File: src/rtl/fnc_defs.vh
`ifndef FNC_DEFS_VH
`define FNC_DEFS_VH
// ==========================================
// Register offsets (word index, byte address = index)
`define FNC_REG_CTRL 4'h0
`define FNC_REG_STORED 4'h1
`define FNC_REG_NETSTAT 4'h2
`define FNC_REG_ACTIVE 4'h3
`define FNC_REG_OBJWR 4'h4
`define FNC_REG_TXTCMD 4'h5
// ==========================================
// Network object addresses
`define FNC_OBJ_CLASS_DEV 8'h03
`define FNC_OBJ_ATTR_ADDR 8'h01
`define FNC_OBJ_ATTR_RATE 8'h02
`define FNC_OBJ_CLASS_NVM 8'h25
`define FNC_OBJ_ATTR_SAVE 8'h65
// ==========================================
// Limits and rate codes
`define FNC_ADDR_MAX 7'd63
`define FNC_RATE_MAX 4'd2
`define FNC_RATE_125 2'd0
`define FNC_RATE_250 2'd1
`define FNC_RATE_500 2'd2
`define FNC_TXT_125 10'd125
`define FNC_TXT_250 10'd250
`define FNC_TXT_500 10'd500
// ==========================================
// Reset values of stored configuration
`define FNC_RST_ADDR 6'd63
`define FNC_RST_RATE 2'd0
// ==========================================
// Timing: clock 40 MHz, blink half period 500 ms
`define FNC_CLK_HZ 40000000
`define FNC_BLINK_HALF_MS 500
`define FNC_BLINK_HALF_CYC ((`FNC_CLK_HZ / 1000) * `FNC_BLINK_HALF_MS)
// ==========================================
// Indicator codes
`define FNC_LED_OFF 2'd0
`define FNC_LED_GREEN 2'd1
`define FNC_LED_RED 2'd2
`endif

File: src/rtl/fnc_blink.v
`timescale 1ns/1ps
`default_nettype none
`include "fnc_defs.vh"
// ==========================================
// Free running blink phase, toggles every half period
module fnc_blink #(
  parameter HALF_CYC = `FNC_BLINK_HALF_CYC
) (
  input wire clock,
  input wire rst,
  output reg phase_q
);
  reg [31:0] cnt_q;
  // Toggle phase when the half period has elapsed
  always @(posedge clock or posedge rst) begin
    if (rst) begin
      cnt_q <= 32'h0000_0000;
      phase_q <= 1'b0;
    end else if (cnt_q >= HALF_CYC - 1) begin
      cnt_q <= 32'h0000_0000;
      phase_q <= ~phase_q;
    end else begin
      cnt_q <= cnt_q + 32'h0000_0001;
    end
  end
endmodule // fnc_blink
`default_nettype wire

File: src/rtl/fnc_node_cfg.v
`timescale 1ns/1ps
`default_nettype none
`include "fnc_defs.vh"
module fnc_node_cfg #(
  parameter BLINK_HALF_CYC = `FNC_BLINK_HALF_CYC
) (
  input wire clock,
  input wire rst,
  input wire [3:0] address_tens_switch,
  input wire [3:0] address_units_switch,
  input wire [3:0] rate_switch,
  input wire [3:0] reg_addr,
  input wire [31:0] reg_wdata,
  input wire reg_wr,
  input wire reg_rd,
  output reg [31:0] reg_rdata,
  input wire nvm_valid,
  input wire [5:0] nvm_addr,
  input wire [1:0] nvm_rate,
  output reg nvm_save_q,
  output reg [5:0] nvm_save_addr_q,
  output reg [1:0] nvm_save_rate_q,
  output reg [5:0] node_address_q,
  output reg [1:0] rate_code_q,
  output reg cfg_valid_q,
  output reg led_green_q,
  output reg led_red_q
);
  // ==========================================
  // Synchronised switch inputs
  // Switch levels come from the front panel, so both stages come before any logic
  wire [3:0] tens_s;
  wire [3:0] units_s;
  wire [3:0] rate_s;
  wire blink;
  fnc_sync #(.WIDTH(12)) u_sync (
    .clock(clock),
    .rst(rst),
    .din({address_tens_switch, address_units_switch, rate_switch}),
    .dout({tens_s, units_s, rate_s})
  );
  // Blink phase runs free; both colours share it so they stay in step
  fnc_blink #(.HALF_CYC(BLINK_HALF_CYC)) u_blink (
    .clock(clock),
    .rst(rst),
    .phase_q(blink)
  );

  // ==========================================
  // Configuration state
  reg [5:0] stored_addr_q;
  reg [1:0] stored_rate_q;
  reg restart_q;
  reg [1:0] settle_q;
  // Link and fault state below is reported by the protocol engine over the register port, except the two refusal flags at the end
  reg online_q;
  reg dup_done_q;
  reg connected_q;
  reg allocated_q;
  reg clear_err_q;
  reg io_wait_q;
  reg dup_fault_q;
  reg bus_off_q;
  reg txt_bad_q;
  reg obj_bad_q;

  // Switch decode: tens times ten plus units, 7 bits covers 0..127, which holds the 0..99 of two decimal digits
  wire [6:0] sw_addr = {3'b000, tens_s} * 7'd10 + {3'b000, units_s};
  // A digit past nine is not a decimal setting, so it counts as out of range
  wire tens_ok = (tens_s <= 4'd9);
  wire units_ok = (units_s <= 4'd9);
  wire addr_sw_ok = tens_ok && units_ok && (sw_addr <= `FNC_ADDR_MAX);
  // Rate switch codes past two select the stored code instead
  wire rate_sw_ok = (rate_s <= `FNC_RATE_MAX);

  // Object write decode from the write data word
  // Class sits in the top byte, attribute below it, the value in the low ten bits
  wire [7:0] obj_class = reg_wdata[31:24];
  wire [7:0] obj_attr = reg_wdata[23:16];
  wire [9:0] obj_val = reg_wdata[9:0];
  wire obj_wr = reg_wr && (reg_addr == `FNC_REG_OBJWR);
  wire txt_wr = reg_wr && (reg_addr == `FNC_REG_TXTCMD);
  wire is_dev = (obj_class == `FNC_OBJ_CLASS_DEV);
  wire is_nvm = (obj_class == `FNC_OBJ_CLASS_NVM);
  wire attr_addr = (obj_attr == `FNC_OBJ_ATTR_ADDR);
  wire attr_rate = (obj_attr == `FNC_OBJ_ATTR_RATE);
  wire attr_save = (obj_attr == `FNC_OBJ_ATTR_SAVE);
  // Out-of-range values are refused whole rather than truncated into range
  wire addr_val_ok = (obj_val <= {3'h0, `FNC_ADDR_MAX});
  wire rate_val_ok = (obj_val <= {6'h00, `FNC_RATE_MAX});
  wire wr_addr = obj_wr && is_dev && attr_addr && addr_val_ok;
  wire wr_rate = obj_wr && is_dev && attr_rate && rate_val_ok;
  wire wr_save = obj_wr && is_nvm && attr_save;
  wire obj_hit = wr_addr || wr_rate || wr_save;

  // ==========================================
  // Control and status register write decodes
  wire ctrl_wr = reg_wr && (reg_addr == `FNC_REG_CTRL);
  wire restart_wr = ctrl_wr && reg_wdata[0];
  wire flag_clr = ctrl_wr && reg_wdata[1];
  wire netstat_wr = reg_wr && (reg_addr == `FNC_REG_NETSTAT);

  // Text command decode for the stored rate
  // Any other argument leaves the stored rate alone and raises the refusal flag
  reg txt_ok;
  reg [1:0] txt_code;
  always @* begin
    txt_ok = 1'b1;
    txt_code = `FNC_RATE_125;
    case (reg_wdata[9:0])
      `FNC_TXT_125: txt_code = `FNC_RATE_125;
      `FNC_TXT_250: txt_code = `FNC_RATE_250;
      `FNC_TXT_500: txt_code = `FNC_RATE_500;
      default: txt_ok = 1'b0;
    endcase
  end

  // ==========================================
  // Stored configuration, loaded from non-volatile memory
  // Writes here do not touch the active values until the next restart
  always @(posedge clock or posedge rst) begin
    if (rst) begin
      stored_addr_q <= `FNC_RST_ADDR;
      stored_rate_q <= `FNC_RST_RATE;
    end else begin
      // Later writes in the same cycle win over the reload
      if (nvm_valid) begin
        // A stored code of three is not a rate, so it falls back to the default
        stored_addr_q <= nvm_addr;
        stored_rate_q <= (nvm_rate > 2'd2) ? `FNC_RST_RATE : nvm_rate;
      end
      if (wr_addr) begin
        stored_addr_q <= obj_val[5:0];
      end
      if (wr_rate) begin
        stored_rate_q <= obj_val[1:0];
      end
      if (txt_wr && txt_ok) begin
        stored_rate_q <= txt_code;
      end
    end
  end

  // ==========================================
  // Refusal flags: sticky until software clears them
  // Set wins over clear, so a refusal in the clearing cycle is not lost
  always @(posedge clock or posedge rst) begin
    if (rst) begin
      txt_bad_q <= 1'b0;
      obj_bad_q <= 1'b0;
    end else begin
      if (txt_wr && !txt_ok) begin
        txt_bad_q <= 1'b1;
      end else if (flag_clr) begin
        txt_bad_q <= 1'b0;
      end
      if (obj_wr && !obj_hit) begin
        obj_bad_q <= 1'b1;
      end else if (flag_clr) begin
        obj_bad_q <= 1'b0;
      end
    end
  end

  // ==========================================
  // Save pulse to the non-volatile store
  // The saved copy is taken from the stored values as they stand in that cycle
  always @(posedge clock or posedge rst) begin
    if (rst) begin
      nvm_save_q <= 1'b0;
      nvm_save_addr_q <= `FNC_RST_ADDR;
      nvm_save_rate_q <= `FNC_RST_RATE;
    end else begin
      nvm_save_q <= wr_save;
      if (wr_save) begin
        nvm_save_addr_q <= stored_addr_q;
        nvm_save_rate_q <= stored_rate_q;
      end
    end
  end

  // ==========================================
  // Restart: waits for the synchronisers to settle, then latches once
  // Sampling only here keeps a bumped switch from moving a live node
  // A restart during the settle time starts the count over
  always @(posedge clock or posedge rst) begin
    if (rst) begin
      restart_q <= 1'b1;
      settle_q <= 2'd0;
      cfg_valid_q <= 1'b0;
      node_address_q <= `FNC_RST_ADDR;
      rate_code_q <= `FNC_RST_RATE;
    end else if (restart_wr) begin
      restart_q <= 1'b1;
      settle_q <= 2'd0;
      cfg_valid_q <= 1'b0;
    end else if (restart_q) begin
      if (settle_q == 2'd3) begin
        restart_q <= 1'b0;
        cfg_valid_q <= 1'b1;
        // Each half falls back to the stored value on its own
        node_address_q <= addr_sw_ok ? sw_addr[5:0] : stored_addr_q;
        rate_code_q <= rate_sw_ok ? rate_s[1:0] : stored_rate_q;
      end else begin
        settle_q <= settle_q + 2'd1;
      end
    end
  end

  // ==========================================
  // Network status reported by the protocol engine
  // Restart drops the link state, so the green indicator goes dark until it is reported again
  // Error and fault bits survive a restart; only the link state is dropped
  always @(posedge clock or posedge rst) begin
    if (rst) begin
      online_q <= 1'b0;
      dup_done_q <= 1'b0;
      connected_q <= 1'b0;
      allocated_q <= 1'b0;
      clear_err_q <= 1'b0;
      io_wait_q <= 1'b0;
      dup_fault_q <= 1'b0;
      bus_off_q <= 1'b0;
    end else if (restart_q) begin
      online_q <= 1'b0;
      dup_done_q <= 1'b0;
      connected_q <= 1'b0;
      allocated_q <= 1'b0;
    end else if (netstat_wr) begin
      online_q <= reg_wdata[0];
      dup_done_q <= reg_wdata[1];
      connected_q <= reg_wdata[2];
      allocated_q <= reg_wdata[3];
      clear_err_q <= reg_wdata[4];
      io_wait_q <= reg_wdata[5];
      dup_fault_q <= reg_wdata[6];
      bus_off_q <= reg_wdata[7];
    end
  end

  // ==========================================
  // Indicator priority: steady red, blinking red, off when not ready, green states
  // One wire per row of the indicator table, except blinking green, which is the final else
  wire cond_steady_red = dup_fault_q || bus_off_q;
  wire cond_blink_red = clear_err_q || io_wait_q;
  wire cond_not_ready = !online_q || !dup_done_q;
  wire cond_full_green = connected_q && allocated_q;
  reg [1:0] led_d;
  always @* begin
    if (cond_steady_red) begin
      led_d = `FNC_LED_RED;
    end else if (cond_blink_red) begin
      led_d = blink ? `FNC_LED_RED : `FNC_LED_OFF;
    end else if (cond_not_ready) begin
      led_d = `FNC_LED_OFF;
    end else if (cond_full_green) begin
      led_d = `FNC_LED_GREEN;
    end else begin
      led_d = blink ? `FNC_LED_GREEN : `FNC_LED_OFF;
    end
  end

  // Registered so the chain of priorities never glitches at the pins
  always @(posedge clock or posedge rst) begin
    if (rst) begin
      led_green_q <= 1'b0;
      led_red_q <= 1'b0;
    end else begin
      led_green_q <= (led_d == `FNC_LED_GREEN);
      led_red_q <= (led_d == `FNC_LED_RED);
    end
  end

  // ==========================================
  // Register read, data one cycle after the strobe
  // Words are built apart from the mux so each field position reads plainly
  wire [31:0] ctrl_word = {
    28'h000_0000,
    obj_bad_q,
    txt_bad_q,
    cfg_valid_q,
    restart_q
  };
  wire [31:0] stored_word = {
    22'h00_0000,
    stored_rate_q,
    2'h0,
    stored_addr_q
  };
  wire [31:0] netstat_word = {
    24'h00_0000,
    bus_off_q,
    dup_fault_q,
    io_wait_q,
    clear_err_q,
    allocated_q,
    connected_q,
    dup_done_q,
    online_q
  };
  // Live switch levels sit beside the latched values for diagnosis only
  wire [31:0] active_word = {
    12'h000,
    rate_s,
    units_s,
    tens_s,
    rate_code_q,
    node_address_q
  };
  always @(posedge clock or posedge rst) begin
    if (rst) begin
      reg_rdata <= 32'h0000_0000;
    end else if (reg_rd) begin
      case (reg_addr)
        `FNC_REG_CTRL: reg_rdata <= ctrl_word;
        `FNC_REG_STORED: reg_rdata <= stored_word;
        `FNC_REG_NETSTAT: reg_rdata <= netstat_word;
        `FNC_REG_ACTIVE: reg_rdata <= active_word;
        default: reg_rdata <= 32'h0000_0000;
      endcase
    end else begin
      reg_rdata <= 32'h0000_0000;
    end
  end
endmodule // fnc_node_cfg
`default_nettype wire

File: src/rtl/fnc_sync.v
`timescale 1ns/1ps
`default_nettype none
// ==========================================
// Two-stage synchroniser, one per bit
module fnc_sync #(
  parameter WIDTH = 4
) (
  input wire clock,
  input wire rst,
  input wire [WIDTH-1:0] din,
  output wire [WIDTH-1:0] dout
);
  genvar i;
  // First stage only feeds the second, to bound metastability
  generate
    for (i = 0; i < WIDTH; i = i + 1) begin : g_bit
      reg s1_q;
      reg s2_q;
      always @(posedge clock or posedge rst) begin
        if (rst) begin
          s1_q <= 1'b0;
          s2_q <= 1'b0;
        end else begin
          s1_q <= din[i];
          s2_q <= s1_q;
        end
      end
      assign dout[i] = s2_q;
    end
  endgenerate
endmodule // fnc_sync
`default_nettype wire

File: config.mk
export PLATFORM = sky130hd
export DESIGN_NAME = fnc_node_cfg
export DESIGN_NICKNAME = d
export VERILOG_FILES = /design/src/rtl/fnc_blink.v /design/src/rtl/fnc_node_cfg.v /design/src/rtl/fnc_sync.v
export VERILOG_INCLUDE_DIRS = /design/src /design/src/rtl
export SDC_FILE = /design/constraint.sdc
export NUM_CORES = 1
export LEC_CHECK = 0
export ABC_AREA = 1
export BUFFER_PORTS_ARGS = -buffer_cell sky130_fd_sc_hd__buf_2
export CORE_ASPECT_RATIO = 1.2
export CORE_MARGIN = 2
export CORE_UTILIZATION = 40
export CTS_BUF_LIST = sky130_fd_sc_hd__clkbuf_2 sky130_fd_sc_hd__clkbuf_4 sky130_fd_sc_hd__clkbuf_8
export DETAILED_ROUTE_END_ITERATION = 10
export PLACE_DENSITY = 0.65
export SLEW_MARGIN = 5
export SYNTH_ARGS = -nofsm -noshare
export SYNTH_HDL_FRONTEND = slang
export SYNTH_SLANG_ARGS = --single-unit
File: constraint.sdc
create_clock -name clock -period 8 [get_ports clock]
set_input_delay 1.6 -clock clock [delete_from_list [all_inputs] [get_ports clock]]
set_output_delay 1.6 -clock clock [all_outputs]
set_load 0.02 [all_outputs]
==> results by group <==
Synthesis
  • Average cell area after synthesis: roughly 8.9 um^2
  • Post-synthesis sequential area ratio: between 50 and 60%
  • Number of enable flip-flop cells after synthesis: 0
  • Ys flop type: dfrtp_1
  • Cells after Synth: between 600 and 700
  • YS warnings: 0
  • Top cells by area, synth: dfrtp_1 (43%), dfstp_2 (8.6%), nand2_1 (7.5%)
  • Commonest cells in the netlist: nand2_1 (116), dfrtp_1 (99), inv_1 (93), nor2_1 (83), nand3_1 (54)
  • Post-Syn Area: 0.005798 mm^2
  • Count leader, synth: nand2_1
  • Ys async rst share: 100.0%
  • Synth area leader: dfrtp_1
  • Synth cell types: 42
  • Synth top area share: between 40% and 50%
  • Flops & latches, synth: ~120

STA
  • Part of the cycle the worst path needs: about 39%
  • RSZ-0062 raised after global routing: no
  • Tmin final: between 3 and 4 ns
  • Max Clk Rate: about 0.32 GHz
  • Worst clock skew: around 0.011 ns
  • Least-Margin Pin Slew: a little under 0.9 ns
  • Final hold viol count: 0
  • # setup viols final: 0
  • Fin. max-slew vios: 0
  • Setup_tns: 0 ns
  • Worst relative slew slack: between 40 and 50%

Layout
  • Final #Nets: 832
  • Area of the multi-input gates: 0.002337 mm^2
  • Final std cells w/o fill: between 900 and 1000
  • Ant. Diodes: 0
  • Final instance area: 0.006760 mm^2
  • Share of cells above drive strength 1: roughly a quarter
  • FF+latch area: between 0.002 and 0.003 mm^2
  • Layout area overhead: 16.59%
  • Fillers: 1469
  • Core Util, Final: between 40 and 50%

Clocking
  • Worst-path clk slew: 0.07 ns
  • CTS resizes: 0
  • Clk_lat worst skew: 0.43 ns
  • CTS tree: yes
  • H-tree levels: 4
  • Clock Tree Root: clkbuf_8
  • Hold Buf Count CTS: 0
  • Postcts setup bufs: 0
  • Clock Path Buffers: 2
  • Clock Sinks: 118
  • Num CTS Buffers: 17

Global routing
  • First-pass GRT wire length: 21320 um
  • Largest net degree at the start of global routing: 73
  • Number of global-route vias before repair: approximately 4300
  • Tot GR Track Use: between 10% and 20%
  • Grt total ovfl: 0
  • Initial antenna violation count: 0

Worst setup path
  • CP Max Fanout: 11
  • Critical path endpoint: cfg_valid_q
  • Worst path slowest cell: nor2_1
  • Largest stage delay on the critical path: just under 0.6 ns
  • WS Path Type: in -> reg
  • Worst Setup Start Kind: input port
  • CP top delay family: simple AND/OR/NAND/NOR gates
  • Launch point of the worst path: reg_addr[3]
  • Worst path depth: 7
  • R2R Path End: node_address_q[5]
  • Critical Path RT: between 8 and 9 ns
  • Worst R2R Path Depth: 13
  • Arrival time worst endpoint: approximately 3.4 ns
  • CP Buf/Inv Count: 2
  • Worst-path cell chain: buf_2, nor2_1, nand2_1, nor3_2, nor3_4, inv_4, o21ai_0
  • R2R setup slack: 5.49 ns
  • Setup crit end kind: register
  • R2r startpoint: u_sync.g_bit[9].s2_q

Die
  • Core Box Area: between 0.01 and 0.015 mm^2
  • Die H: 135.9 um
  • I/O pin count: between 100 and 150
  • Die X: roughly 110 um
  • Initial Util: about 41%
  • Die ar.: approximately 0.015 mm^2
  • FP Rows: 48

Route
  • Iteration-0 DRC Markers: between 150 and 200
  • Residual DRC: 0
  • 1st-pass router iterations: 4
  • Post-route antenna net violation count: 0
  • WL/cell: roughly 14 um
  • Via Count: between 4000 and 5000
  • Avg Vias per Cell: around 4.8
  • Final wirelength: 12980 um

Power
  • P_leak: between 3 and 4 nW
  • Worst VDD drop: ~0.00014 V
  • Power per Cell Area: about 220 mW/mm^2

Placement
  • Hpwl dp: around 9900 um
  • Placed inst area: roughly 0.0064 mm^2
  • Inst Count DP: about 920
  • Placer Congestion: approximately 0.84
  • # port buffers: between 90 and 100

Job
  • Max-Cap Viols: 0

Hold path
  • HP Class: reg -> reg

Status
  • Run status: finished clean
## stage by stage
step | power [mW] | worst slack (ns) | hold slack [ns]
CTS | 1.475 | 4.907 | 0.3533
finish | 1.459 | 4.869 | 0.3495
global placement | 0.9494 | 4.461 | 0.3311
global route | 1.535 | 4.721 | 0.3656
floorplan | 0.8693 | 3.302 | 0.3312
detailed placement | 0.9569 | 4.442 | 0.3358
## per-layer routing
metal	up-vias	share of wire (%)	track usage, %
met4	0	1.0	4.946
li1	2274	-	-
met3	12	5.1	4.770
met1	2136	43	21.84
met2	112	51	31.10
met5	-	0	0
## cell families after synthesis
family | count (synthesis) | synth area share, %
flops | 118 | 51.34
compound gates | 57 | 6.603
mux | 1 | 0.1942
other cells | 1 | 0.06468
buf+inv | 119 | 9.516
fa+ha+maj | 11 | 2.633
simple gates | 327 | 27.08
xor+xnor | 17 | 2.568
## cell usage in the layout, fill, tap and decap left out, types with 6 or more instances in the layout
cell type	instances
nand2_1	116
conb_1	19
nand3_1	54
nand3_2	7
nor2_1	83
buf_2	94
nor2_2	8
o21ai_2	7
o211ai_2	6
clkbuf_8	20
dfstp_2	19
ha_1	9
a21oi_1	18
inv_1	92
o22ai_1	12
o21ai_0	9
dfrtp_1	99
xor2_1	12
nand4_1	16
nor3_1	19
## worst register-to-register path, stage by stage (launching register included)
cell     delay [ns]
dfrtp_1        0.44
ha_1           0.30
ha_1           0.19
inv_1          0.06
fa_1           0.45
nor2_1         0.17
nand4_1        0.11
nand2_1        0.08
nand2_1        0.04
nand2_1        0.18
nand2_1        0.18
nand2_1        0.11
nand3_1        0.07
nand2_1        0.08
## report_power, final
group | internal, mW | switching, mW | total (mW)
clock | 0.273 | 0.242 | 0.514
combinational | 0.0777 | 0.152 | 0.230
sequential | 0.669 | 0.0458 | 0.715
## how the worst min path moves through the flow
stage                         startpoint              endpoint  slack, ns  depth (start not counted)
floorplan           u_sync.g_bit[0].s1_q  u_sync.g_bit[0].s2_q       0.33                          0
detailed placement  u_sync.g_bit[8].s1_q  u_sync.g_bit[8].s2_q       0.34                          0
global route        u_sync.g_bit[4].s1_q  u_sync.g_bit[4].s2_q       0.37                          0
CTS                 u_sync.g_bit[8].s1_q  u_sync.g_bit[8].s2_q       0.35                          0
finish              u_sync.g_bit[6].s1_q  u_sync.g_bit[6].s2_q       0.35                          0
global placement    u_sync.g_bit[6].s1_q  u_sync.g_bit[6].s2_q       0.33                          0
## state kept, by name, summed over array words and instances, names as in the netlist, 2 cells and up
| name | cells |
|---|---|
| u_blink.cnt_q | 32 |
| reg_rdata | 20 |
| u_sync.g_bit.s1_q | 12 |
| u_sync.g_bit.s2_q | 12 |
| node_address_q | 6 |
| nvm_save_addr_q | 6 |
| stored_addr_q | 6 |
| nvm_save_rate_q | 2 |
| rate_code_q | 2 |
| settle_q | 2 |
| stored_rate_q | 2 |
## final cells by class
cell class	instances	share of cell area, %
sequential	118	44.03
multi-input combinational	432	34.57
timing repair buffer	95	7.070
inverter	96	5.404
clock buffer	21	4.183
tap	175	3.239
clock inverter	11	1.499
(Power assumes the default switching activity.)
